===== config.mk =====
export PLATFORM = sky130hd
export DESIGN_NAME = icto_core
export DESIGN_NICKNAME = d
export VERILOG_FILES = /design/src/icto_core.v
export VERILOG_INCLUDE_DIRS = /design/src
export SDC_FILE = /design/constraint.sdc
export NUM_CORES = 1
export LEC_CHECK = 0
export BUFFER_PORTS_ARGS = -buffer_cell sky130_fd_sc_hd__buf_2
export CAP_MARGIN = 0
export CORE_ASPECT_RATIO = 1.2
export CORE_MARGIN = 2
export CORE_UTILIZATION = 57
export DETAILED_ROUTE_END_ITERATION = 7
export HOLD_SLACK_MARGIN = 0.15
export PLACE_DENSITY = 0.82
export SLEW_MARGIN = 20
export SYNTH_ARGS = -nofsm -noshare
export SYNTH_HDL_FRONTEND = slang
export SYNTH_SLANG_ARGS = --single-unit

===== constraint.sdc =====
create_clock -name core_clk -period 7.8 [get_ports core_clk]
set_input_delay 0.39 -clock core_clk [delete_from_list [all_inputs] [get_ports core_clk]]
set_output_delay 0.39 -clock core_clk [all_outputs]
set_load 0.01 [all_outputs]

===== src/icto_map.vh =====
// Purpose: constants for the two-wire clock, count, timeout and address buffer block
// Assumes: AXI4-Lite word registers; byte address is four times the index
// Notes: indexes are the printed offsets
`ifndef ICTO_MAP_VH
`define ICTO_MAP_VH
`define ICTO_IDX_CNT      12'h28C
`define ICTO_IDX_ADB0     12'h28E
`define ICTO_IDX_ADB1     12'h28F
`define ICTO_IDX_ERR      12'h297
`define ICTO_IDX_BTO      12'h29C
`define ICTO_IDX_BAUD     12'h29D
`define ICTO_IDX_CLK      12'h29E
`define ICTO_IDX_BTOC     12'h29F
`define ICTO_IDX_STAT     12'h2A0
`define ICTO_RST_BAUD     8'h00
`define ICTO_RST_CLK      4'h0
`define ICTO_RST_BTOC     3'h0
`define ICTO_BTO_REC      7
`define ICTO_BTO_BY32     6
`define ICTO_ERR_BUS_TIMEOUT_FLAG    6
`define ICTO_ERR_NACK_DETECT_FLAG   4
`define ICTO_ERR_BUS_TIMEOUT_IRQ_ENABLE    2
`define ICTO_ERR_NACK_DETECT_IRQ_ENABLE   0
`define ICTO_TO_MULT      11'h020
`define ICTO_RESP_OKAY    2'h0
`define ICTO_RESP_SLVERR  2'h2
`endif


===== src/icto_core.v =====
// Purpose: module clock select, prescaler, byte counter, bus timeout, address buffers
// Assumes: SCL event strobes and mode come from the serial engine on core_clk
// Notes: external clock sources are sampled through two flops and edge detected
//
// Register access over AXI4-Lite was decided locally.
`timescale 1ns/100ps
`default_nettype none
`include "icto_map.vh"
module icto_core (
  // Clock and reset
  input  wire        core_clk,
  input  wire        srst,
  // AXI4-Lite slave
  input  wire [13:0] s_axi_awaddr,
  input  wire        s_axi_awvalid,
  output reg         s_axi_awready,
  input  wire [31:0] s_axi_wdata,
  input  wire [3:0]  s_axi_wstrb,
  input  wire        s_axi_wvalid,
  output reg         s_axi_wready,
  output reg  [1:0]  s_axi_bresp,
  output reg         s_axi_bvalid,
  input  wire        s_axi_bready,
  input  wire [13:0] s_axi_araddr,
  input  wire        s_axi_arvalid,
  output reg         s_axi_arready,
  output reg  [31:0] s_axi_rdata,
  output reg  [1:0]  s_axi_rresp,
  output reg         s_axi_rvalid,
  input  wire        s_axi_rready,
  // Clock sources, asynchronous: index 2..13 of module select
  input  wire [13:2] module_clk_src,
  // Timeout sources, asynchronous: index 1..5 of timeout select
  input  wire [5:1]  timeout_clk_src,
  // Serial engine state and events; event strobes are one-cycle pulses
  input  wire [2:0]  mode,
  input  wire        receiving,
  input  wire        scl_fall_8th,
  input  wire        scl_fall_9th,
  input  wire        nack_seen,
  input  wire        nack_addr_mismatch,
  input  wire        transmit_write_error,
  input  wire        receive_read_error,
  input  wire        transmit_underflow,
  input  wire        receive_overflow,
  input  wire        bus_busy,
  input  wire        addr_low_valid,
  input  wire        addr_high_valid,
  input  wire [7:0]  addr_rx_byte,
  // Outputs to the serial engine and system
  output reg         prescaled_clk_tick,
  output reg         count_done_flag,
  output reg         serial_module_reset,
  output reg         error_irq_request,
  output reg  [7:0]  tx_address_byte,
  output reg  [7:0]  tx_address_low
);
  reg  [15:0] byte_counter;
  reg  [7:0]  address_buffer_low;
  reg  [7:0]  address_buffer_high;
  reg  [7:0]  bus_timeout_setup;
  reg  [7:0]  baud_prescaler;
  reg  [3:0]  module_clock_select;
  reg  [2:0]  timeout_clock_select;
  reg         nack_detect_flag;
  reg         bus_timeout_flag;
  reg         nack_detect_irq_enable;
  reg         bus_timeout_irq_enable;
  reg  [13:2] mclk_s1;
  reg  [13:2] mclk_s2;
  reg  [13:2] mclk_s3;
  reg  [5:1]  tclk_s1;
  reg  [5:1]  tclk_s2;
  reg  [5:1]  tclk_s3;
  reg  [1:0]  div4_cnt;
  reg  [7:0]  baud_cnt;
  reg  [10:0] to_cnt;
  reg         mclk_edge;
  reg         tclk_edge;
  reg  [10:0] to_limit;
  // Write channel holding
  reg         aw_held;
  reg         w_held;
  reg  [11:0] aw_idx;
  reg  [31:0] w_data;
  reg  [3:0]  w_strb;
  wire        wr_go;
  wire [11:0] ar_idx;
  wire        ctrl_mode;
  wire        wr_cnt;
  wire        wr_err;
  wire        cnt_dec;
  wire        timeout_hit;
  wire        nack_event;
  wire        wr_map;
  wire        in_map_ar;
  wire        nack_irq_src;
  wire        bto_irq_src;
  wire [10:0] to_next;

  assign wr_go     = aw_held && w_held && !s_axi_bvalid;
  assign ar_idx    = s_axi_araddr[13:2];
  assign ctrl_mode = mode[2] && !mode[1];
  assign wr_cnt    = wr_go && (aw_idx == `ICTO_IDX_CNT);
  assign wr_err    = wr_go && (aw_idx == `ICTO_IDX_ERR) && w_strb[0];
  assign wr_map    = (aw_idx == `ICTO_IDX_CNT) || (aw_idx == `ICTO_IDX_ADB0) ||
                     (aw_idx == `ICTO_IDX_ADB1) || (aw_idx == `ICTO_IDX_ERR) ||
                     (aw_idx == `ICTO_IDX_BTO) || (aw_idx == `ICTO_IDX_BAUD) ||
                     (aw_idx == `ICTO_IDX_CLK) || (aw_idx == `ICTO_IDX_BTOC) ||
                     (aw_idx == `ICTO_IDX_STAT);
  assign in_map_ar = (ar_idx == `ICTO_IDX_CNT) || (ar_idx == `ICTO_IDX_ADB0) ||
                     (ar_idx == `ICTO_IDX_ADB1) || (ar_idx == `ICTO_IDX_ERR) ||
                     (ar_idx == `ICTO_IDX_BTO) || (ar_idx == `ICTO_IDX_BAUD) ||
                     (ar_idx == `ICTO_IDX_CLK) || (ar_idx == `ICTO_IDX_BTOC) ||
                     (ar_idx == `ICTO_IDX_STAT);
  assign cnt_dec   = receiving ? scl_fall_8th : scl_fall_9th;
  assign nack_event = (nack_seen && !nack_addr_mismatch) ||
                      transmit_write_error || receive_read_error ||
                      transmit_underflow || receive_overflow;
  assign to_next     = to_cnt + 11'h001;
  assign timeout_hit = tclk_edge && bus_busy && (to_next >= to_limit) &&
                       (to_limit != 11'h000);
  assign nack_irq_src = nack_detect_flag && nack_detect_irq_enable;
  assign bto_irq_src  = bus_timeout_flag && bus_timeout_irq_enable;

  // Source synchronisers, edge taken from second and third flops
  always @(posedge core_clk) begin
    if (srst) begin
      mclk_s1 <= 12'h000;
      mclk_s2 <= 12'h000;
      mclk_s3 <= 12'h000;
      tclk_s1 <= 5'h00;
      tclk_s2 <= 5'h00;
      tclk_s3 <= 5'h00;
    end else begin
      mclk_s1 <= module_clk_src;
      mclk_s2 <= mclk_s1;
      mclk_s3 <= mclk_s2;
      tclk_s1 <= timeout_clk_src;
      tclk_s2 <= tclk_s1;
      tclk_s3 <= tclk_s2;
    end
  end

  // Module clock edge select
  always @* begin
    case (module_clock_select)
      4'h0: mclk_edge = (div4_cnt == 2'h3);
      4'h1: mclk_edge = 1'b1;
      4'hE, 4'hF: mclk_edge = 1'b0;
      default: mclk_edge = mclk_s2[module_clock_select] && !mclk_s3[module_clock_select];
    endcase
  end

  // Timeout clock edge select
  always @* begin
    case (timeout_clock_select)
      3'h0, 3'h6, 3'h7: tclk_edge = 1'b0;
      default: tclk_edge = tclk_s2[timeout_clock_select] && !tclk_s3[timeout_clock_select];
    endcase
    if (bus_timeout_setup[`ICTO_BTO_BY32])
      to_limit = {5'h00, bus_timeout_setup[5:0]};
    else
      to_limit = {bus_timeout_setup[5:0], 5'h00};
  end

  // Prescaler and timeout counter
  always @(posedge core_clk) begin
    if (srst) begin
      div4_cnt           <= 2'h0;
      baud_cnt           <= 8'h00;
      prescaled_clk_tick <= 1'b0;
      to_cnt             <= 11'h000;
      serial_module_reset <= 1'b0;
    end else begin
      div4_cnt <= div4_cnt + 2'h1;
      prescaled_clk_tick <= 1'b0;
      if (mclk_edge) begin
        if (baud_cnt >= baud_prescaler) begin
          baud_cnt           <= 8'h00;
          prescaled_clk_tick <= 1'b1;
        end else begin
          baud_cnt <= baud_cnt + 8'h01;
        end
      end
      // Timeout counter, cleared while bus idle
      serial_module_reset <= timeout_hit && bus_timeout_setup[`ICTO_BTO_REC];
      if (!bus_busy || timeout_hit)
        to_cnt <= 11'h000;
      else if (tclk_edge)
        to_cnt <= to_next;
    end
  end

  // AXI write path
  always @(posedge core_clk) begin
    if (srst) begin
      aw_held       <= 1'b0;
      w_held        <= 1'b0;
      aw_idx        <= 12'h000;
      w_data        <= 32'h0000_0000;
      w_strb        <= 4'h0;
      s_axi_awready <= 1'b0;
      s_axi_wready  <= 1'b0;
      s_axi_bvalid  <= 1'b0;
      s_axi_bresp   <= `ICTO_RESP_OKAY;
    end else begin
      s_axi_awready <= !aw_held && !s_axi_awready && s_axi_awvalid;
      s_axi_wready  <= !w_held && !s_axi_wready && s_axi_wvalid;
      if (s_axi_awvalid && s_axi_awready) begin
        aw_held <= 1'b1;
        aw_idx  <= s_axi_awaddr[13:2];
      end
      if (s_axi_wvalid && s_axi_wready) begin
        w_held <= 1'b1;
        w_data <= s_axi_wdata;
        w_strb <= s_axi_wstrb;
      end
      if (wr_go) begin
        aw_held      <= 1'b0;
        w_held       <= 1'b0;
        s_axi_bvalid <= 1'b1;
        s_axi_bresp  <= wr_map ? `ICTO_RESP_OKAY : `ICTO_RESP_SLVERR;
      end else if (s_axi_bready) begin
        s_axi_bvalid <= 1'b0;
      end
    end
  end

  // Registers and events
  always @(posedge core_clk) begin
    if (srst) begin
      byte_counter           <= 16'h0000;
      address_buffer_low     <= 8'h00;
      address_buffer_high    <= 8'h00;
      bus_timeout_setup      <= 8'h00;
      baud_prescaler         <= `ICTO_RST_BAUD;
      module_clock_select    <= `ICTO_RST_CLK;
      timeout_clock_select   <= `ICTO_RST_BTOC;
      nack_detect_flag       <= 1'b0;
      bus_timeout_flag       <= 1'b0;
      nack_detect_irq_enable <= 1'b0;
      bus_timeout_irq_enable <= 1'b0;
      count_done_flag        <= 1'b0;
    end else begin
      // Configuration writes
      if (wr_go) begin
        case (aw_idx)
          `ICTO_IDX_BTO:  if (w_strb[0]) bus_timeout_setup <= w_data[7:0];
          `ICTO_IDX_BAUD: if (w_strb[0]) baud_prescaler <= w_data[7:0];
          `ICTO_IDX_CLK:  if (w_strb[0]) module_clock_select <= w_data[3:0];
          `ICTO_IDX_BTOC: if (w_strb[0]) timeout_clock_select <= w_data[2:0];
          `ICTO_IDX_ADB0: if (w_strb[0] && mode == 3'h5)
            address_buffer_low <= w_data[7:0];
          `ICTO_IDX_ADB1: if (w_strb[0] && mode[2])
            address_buffer_high <= w_data[7:0];
          `ICTO_IDX_ERR: if (w_strb[0]) begin
            nack_detect_irq_enable <= w_data[`ICTO_ERR_NACK_DETECT_IRQ_ENABLE];
            bus_timeout_irq_enable <= w_data[`ICTO_ERR_BUS_TIMEOUT_IRQ_ENABLE];
          end
          default: ;
        endcase
      end
      // Byte counter, software write wins
      if (wr_cnt) begin
        if (w_strb[0])
          byte_counter[7:0] <= w_data[7:0];
        if (w_strb[1])
          byte_counter[15:8] <= w_data[15:8];
      end else if (cnt_dec && byte_counter != 16'h0000) begin
        byte_counter <= byte_counter - 16'h0001;
      end
      // Count flag, set wins over clear
      if (scl_fall_9th && byte_counter == 16'h0000)
        count_done_flag <= 1'b1;
      else if (wr_go && aw_idx == `ICTO_IDX_STAT && w_strb[0] && w_data[0])
        count_done_flag <= 1'b0;
      // Address capture in target and multi-controller modes
      if (!mode[2] || mode[1]) begin
        if (addr_low_valid)
          address_buffer_low <= addr_rx_byte;
        if (addr_high_valid && mode[2:1] == 2'b01)
          address_buffer_high <= addr_rx_byte;
      end
      // Flags: set wins over software clear of zero written
      if (nack_event)
        nack_detect_flag <= 1'b1;
      else if (wr_err)
        nack_detect_flag <= w_data[`ICTO_ERR_NACK_DETECT_FLAG];
      if (timeout_hit)
        bus_timeout_flag <= 1'b1;
      else if (wr_err)
        bus_timeout_flag <= w_data[`ICTO_ERR_BUS_TIMEOUT_FLAG];
    end
  end

  // Error request and transmit address
  always @(posedge core_clk) begin
    if (srst) begin
      error_irq_request <= 1'b0;
      tx_address_byte   <= 8'h00;
      tx_address_low    <= 8'h00;
    end else begin
      error_irq_request <= nack_irq_src || bto_irq_src;
      // Transmit address outputs
      tx_address_byte   <= address_buffer_high;
      tx_address_low    <= ctrl_mode ? address_buffer_low : 8'h00;
    end
  end

  // AXI read path
  always @(posedge core_clk) begin
    if (srst) begin
      s_axi_arready <= 1'b0;
      s_axi_rvalid  <= 1'b0;
      s_axi_rdata   <= 32'h0000_0000;
      s_axi_rresp   <= `ICTO_RESP_OKAY;
    end else begin
      s_axi_arready <= !s_axi_arready && !s_axi_rvalid && s_axi_arvalid;
      if (s_axi_arvalid && s_axi_arready) begin
        s_axi_rvalid <= 1'b1;
        s_axi_rresp  <= in_map_ar ? `ICTO_RESP_OKAY : `ICTO_RESP_SLVERR;
        // Read data select
        case (ar_idx)
          `ICTO_IDX_CNT:  s_axi_rdata <= {16'h0000, byte_counter};
          `ICTO_IDX_ADB0: s_axi_rdata <= {24'h000000, address_buffer_low};
          `ICTO_IDX_ADB1: s_axi_rdata <= {24'h000000, address_buffer_high};
          `ICTO_IDX_ERR:  s_axi_rdata <= {25'h0000000, bus_timeout_flag, 1'b0,
                                          nack_detect_flag, 1'b0, bus_timeout_irq_enable,
                                          1'b0, nack_detect_irq_enable};
          `ICTO_IDX_BTO:  s_axi_rdata <= {24'h000000, bus_timeout_setup};
          `ICTO_IDX_BAUD: s_axi_rdata <= {24'h000000, baud_prescaler};
          `ICTO_IDX_CLK:  s_axi_rdata <= {28'h0000000, module_clock_select};
          `ICTO_IDX_BTOC: s_axi_rdata <= {29'h00000000, timeout_clock_select};
          `ICTO_IDX_STAT: s_axi_rdata <= {31'h00000000, count_done_flag};
          default:        s_axi_rdata <= 32'h0000_0000;
        endcase
      end else if (s_axi_rready) begin
        s_axi_rvalid <= 1'b0;
      end
    end
  end
endmodule // icto_core
`default_nettype wire


## Yosys cells after proc, flatten, opt, wreduce, memory -nomap -nowiden

Index checks and enable logic that the tools add are counted.

| cells by class | value |
|---|---|
| mux-type cells | 41 |
| order comparisons | 4 |
| equal/unequal tests | 28 |
| bitwise logic cells | 2 |
| add/subtract/negate cells | 4 |
| reductions and logical operators | 92 |

Operator list:

| kind | number |
|---|---|
| $eq 12x10->1 const B | 18 |
| $pmux 16 s9 | 1 |
| $mux 8 | 13 |
| $logic_and 1x1->1 | 32 |
| $mux 16 | 2 |
| $logic_or 1x1->1 | 23 |
| $mux 1 | 17 |
| $logic_not 16->1 | 1 |
| $reduce_bool 16->1 | 1 |
| $sub 16x1->16 const B | 1 |
| $reduce_and 3->1 | 5 |
| $logic_not 1->1 | 13 |
| $reduce_bool 2->1 | 6 |
| $add 11x1->11 const B | 1 |
| $ge 11x11->1 | 1 |
| $mux 11 | 1 |
| $reduce_bool 11->1 | 1 |
| $reduce_or 2->1 | 5 |
| $eq 3x3->1 const B | 3 |
| $add 8x1->8 const B | 1 |
| $bmux 1 s4 | 2 |
| $eq 4x4->1 const B | 2 |
| $ge 8x8->1 | 1 |
| $bmux 1 s3 | 2 |
| 14 further kinds | 18 |

| storage, ports and cells | value |
|---|---|
| register bits | 224 |

## Longest topological paths before layout

| depth | value |
|---|---|
| depth after elaboration | 10 |
| mapped depth | 12 |

## Worst setup path before layout

OpenSTA, ideal clock, no wires.

| path | value |
|---|---|
| kind | register to register |
| start | register to_cnt[0] |
| end | register to_cnt[0] |
| buffers on the path | 1 |
| setup slack | 5.211 ns |
| library setup time | 0.065 ns |
| stages on the path, launching flop included | 13 |
| required time | 7.735 ns |
| data arrival time | 2.524 ns |
| path through | dfxtp_1 > ha_1 > nand3_1 > nor3_1 > and3_1 > xor2_1 > ha_1 > a41oi_1 > o21ai_0 > a21oi_1 > o21bai_1 > clkbuf_1 > nor2_1 |

| on the way | value |
|---|---|
| longest elaborated chain between the ends | 6 |

RTL lines:

| item | line | source |
|---|---|---|
| from (decl) | icto_core.v:77 | `reg [10:0] to_cnt;` |
| from (signal assigned) | icto_core.v:191 | `to_cnt <= to_next;` |
| $add 11x1->11 | icto_core.v:120 | `assign to_next = to_cnt + 11'h001;` |
| net to_next[10] | icto_core.v:99 | `wire [10:0] to_next;` |
| $ge 11x11->1 | icto_core.v:121 | `assign timeout_hit = tclk_edge && bus_busy && (to_next >= to_limit) &&` |
| $logic_and 1x1->1 (2 in a row) | icto_core.v:121 |  |
| $logic_or 1x1->1 | icto_core.v:188 | `if (!bus_busy \|\| timeout_hit)` |
| $reduce_or 2->1 (no line) | - |  |

The timed path passes the listed nets, and every way through them passes these cells.
A chain may end at the register's enable or synchronous reset.

## Worst setup path in the final report

| path | value |
|---|---|
| start | register to_cnt[0] |
| end | register to_cnt[3] |

Same word-level chain as after synthesis.

==> impl_results.md <==
* Post-route setup slack at 4.67 ns
* Setup TNS at 0 ns
* Mapped Area at 9240 um2
* Pleak at 4.30 nW
* Ys async rst share at 0%
* Max_slew headroom at 38.3%
* Largest fanout on the critical path at 11
* Crit end category: flip-flop
* Worst setup SP type: flip-flop
* Pin count of the biggest net entering global routing at 111
* Commonest non-fill, non-tap cell in the layout: dfxtp_1
* Final setup fails at 0
* Worst-margin pin slew at 0.918 ns
* Hold Violations, Final at 0
* Seq cells post-synth at 206
* Gate Count Post-Synth at 1,036
* WHS at 0.159 ns
* Filler instances at 1,261
* First-pass GRT wire length at 36.3 mm
* Logic pwr share at 17.3%
* Final clock skew at 0.0250 ns
* Clk sinks at 206
* Root Driver: clkbuf_16
* Row count at 51
* Grt ovf at 0
* Ports at 172
* Fmax at 319 MHz
* Min-Delay Path Depth at 3
* Final worst path period share at 40.2%
* Arrival @ worst endpoint at 3.48 ns
* Drt wl/cell at 16.1 um
* Die width at 120 um
* Gr usage total at 25.7%
* Sw frac at 28.3%
* Max-cap violations at 0
* Sequential share of power at 45.7%
* Int Pwr at 1.89 mW
* Die area at 17,200 um2
* CTS tree: yes
* CP required at 8.15 ns
* Core area at 16,100 um2
* Total iterations of the first detailed-routing run at 5
* # DRC at 0
* Worst skew pair latency at 0.51 ns
* Unique masters post-synth at 76
* Pins Over Slew Limit at 0
* Routed WL at 22.6 mm
* H-tree depth at 1
* Vias at 7,908
* Hold WC Path Type: in -> reg
* Status: completed
* Vias per cell at 5.65
* Syn_area_per_cell at 8.92 um2
* Port Buf Inserts at 131
* RSZ-0062 raised after global routing: false
* Initial antenna violation count at 0
* DIE HEIGHT at 143 um
* DPL Wire Length at 15.1 mm
* Antenna fix cells at 0
* Fin crit period at 3.13 ns
* Primary FF master, synth: dfxtp_1
* Register area share after synthesis at 44.6%
* Area growth syn-to-layout at 18.3%
* Initial Util at 57.5%
* Setup slack at placement at 4.69 ns
* Most frequent cells in the layout: 206 x dfxtp_1, 130 x buf_2, 115 x nand2_1, 95 x nor2_1, 61 x nor2b_1
* Initial DRC count at 523
* CTS Buf Count at 21
* Final nets at 1,308
* Worst-path clk slew at 0.06 ns
* IR drop worst, VDD at 0.197 mV
* Final GP Congestion at 0.904
* Power density cells at 241 nW/um2
* EDFF count, synth at 0
* NetSw at 0.744 mW
* Deepest clock path buffer count at 3
* Share of post-route cells with drive strength above 1 at 16.8%
* Post-DRT Antenna Nets at 0
* Clk pwr share at 37.0%
* Worst setup path class: reg -> reg
* Number of global-route vias before repair at 7,634
* Synth Warn # at 0
* FF-to-FF path depth at 11
==> logic make-up after synthesis <==
kind of cell	after synthesis	share of synthesized area (%)
other	1	0.0406
AND/OR/NAND/NOR	427	24.4
XOR/XNOR	19	1.80
multiplexers	53	5.85
flip-flops	206	44.6
AO/OA/AOI/OAI	198	14.7
buffers and inverters	109	5.48
adder cells (fa/ha/maj)	23	3.11
==> critical path, stage by stage (launching register included) <==
cell      delay, ns
dfxtp_1        0.42
ha_1           0.23
nand3_1        0.18
nor3_1         0.39
and3_1         0.26
xor2_1         0.08
ha_1           0.32
inv_1          0.05
o21ai_0        0.16
a21oi_1        0.10
o21bai_1       0.68
nor2_1         0.11
==> layer usage <==
metal,up-vias,share of wire [%],global-route usage (%)
li1,3858,-,-
met1,3721,41,31.2
met2,270,51,46.4
met3,59,5.9,3.29
met4,0,3.0,9.98
met5,-,0,0
==> metrics by stage <==
step | power (mW) | util [%] | std cells | instance area, um2
final | 2.63 | 68.0 | 1399 | 10900
after global placement | 1.64 | 61.5 | 1325 | 9880
after CTS | 2.63 | 68.0 | 1399 | 10900
after floorplan | 1.55 | - | 1053 | 9300
after detailed placement | 1.65 | 61.5 | 1325 | 9880
after global routing | 2.75 | 68.0 | 1399 | 10900
==> timing repair <==
action	in CTS	in global routing
resized for setup	0	0
hold endpoints to repair	38	0
buffers inserted	0	0
hold buffers	38	0
==> final timing paths <==
path | startpoint | end | slack (ns)
setup / recovery | to_cnt[0] | to_cnt[3] | 4.67
setup reg to reg | to_cnt[0] | to_cnt[3] | 4.67
hold / removal | s_axi_awaddr[2] | aw_idx[0] | 0.16
hold reg to reg | div4_cnt[0] | div4_cnt[0] | 0.43
==> power groups by stage <==
stage / clock [mW] / combinational [mW] / sequential, mW
global route: 1.03 / 0.506 / 1.21
CTS: 0.983 / 0.450 / 1.20
global placement: 0 / 0.424 / 1.22
floorplan: 0 / 0.357 / 1.19
detailed placement: 0 / 0.432 / 1.22
finish: 0.975 / 0.456 / 1.20
==> area by class of cell <==
cell class | instances | area, um2 | share of cell area (%)
repair buffers | 172 | 1060 | 9.74
inverters | 35 | 131 | 1.20
well taps | 212 | 265 | 2.43
flip-flops and latches | 206 | 4120 | 37.7
multi-input cells | 738 | 4680 | 42.8
clock inverters | 8 | 75.1 | 0.687
clock buffers | 28 | 592 | 5.41
==> state kept, by name, indices dropped and copies added, names as in the netlist, 2 cells and up <==
register              count
address_buffer_high       8
address_buffer_low        8
aw_idx                   12
baud_cnt                  8
baud_prescaler            8
bus_timeout_setup         8
byte_counter             16
div4_cnt                  2
mclk_s1                  12
mclk_s2                  12
mclk_s3                  12
module_clock_select       4
s_axi_rdata              16
tclk_s1                   5
tclk_s2                   5
tclk_s3                   5
timeout_clock_select      3
to_cnt                   11
tx_address_byte           8
tx_address_low            8
w_data                   16
w_strb                    2
==> synth_stat cells (all sizes together) (5+ instances only) <==
| cell | instances | share of area [%] |
|---|---|---|
| a211oi | 31 | 2.7 |
| a21oi | 60 | 3.2 |
| a221oi | 5 | 0.54 |
| a22oi | 20 | 1.6 |
| a31oi | 9 | 0.61 |
| and2 | 17 | 1.2 |
| buf | 29 | 2.2 |
| clkbuf | 45 | 1.8 |
| dfxtp | 206 | 45 |
| ha | 23 | 3.1 |
| inv | 35 | 1.4 |
| mux2 | 8 | 0.97 |
| mux2i | 45 | 4.9 |
| nand2 | 115 | 4.7 |
| nand2b | 21 | 1.4 |
| nand3 | 31 | 1.8 |
| nand3b | 6 | 0.49 |
| nor2 | 97 | 4.0 |
| nor2b | 61 | 4.1 |
| nor3 | 22 | 1.2 |
| nor3b | 5 | 0.46 |
| nor4 | 8 | 1.1 |
| nor4b | 7 | 0.83 |
| o211ai | 5 | 0.41 |
| o21ai | 25 | 1.4 |
| o32ai | 10 | 0.95 |
| or3 | 13 | 0.88 |
| or4 | 5 | 0.45 |
| xor2 | 16 | 1.5 |
Power figures use the tool's default switching activity.
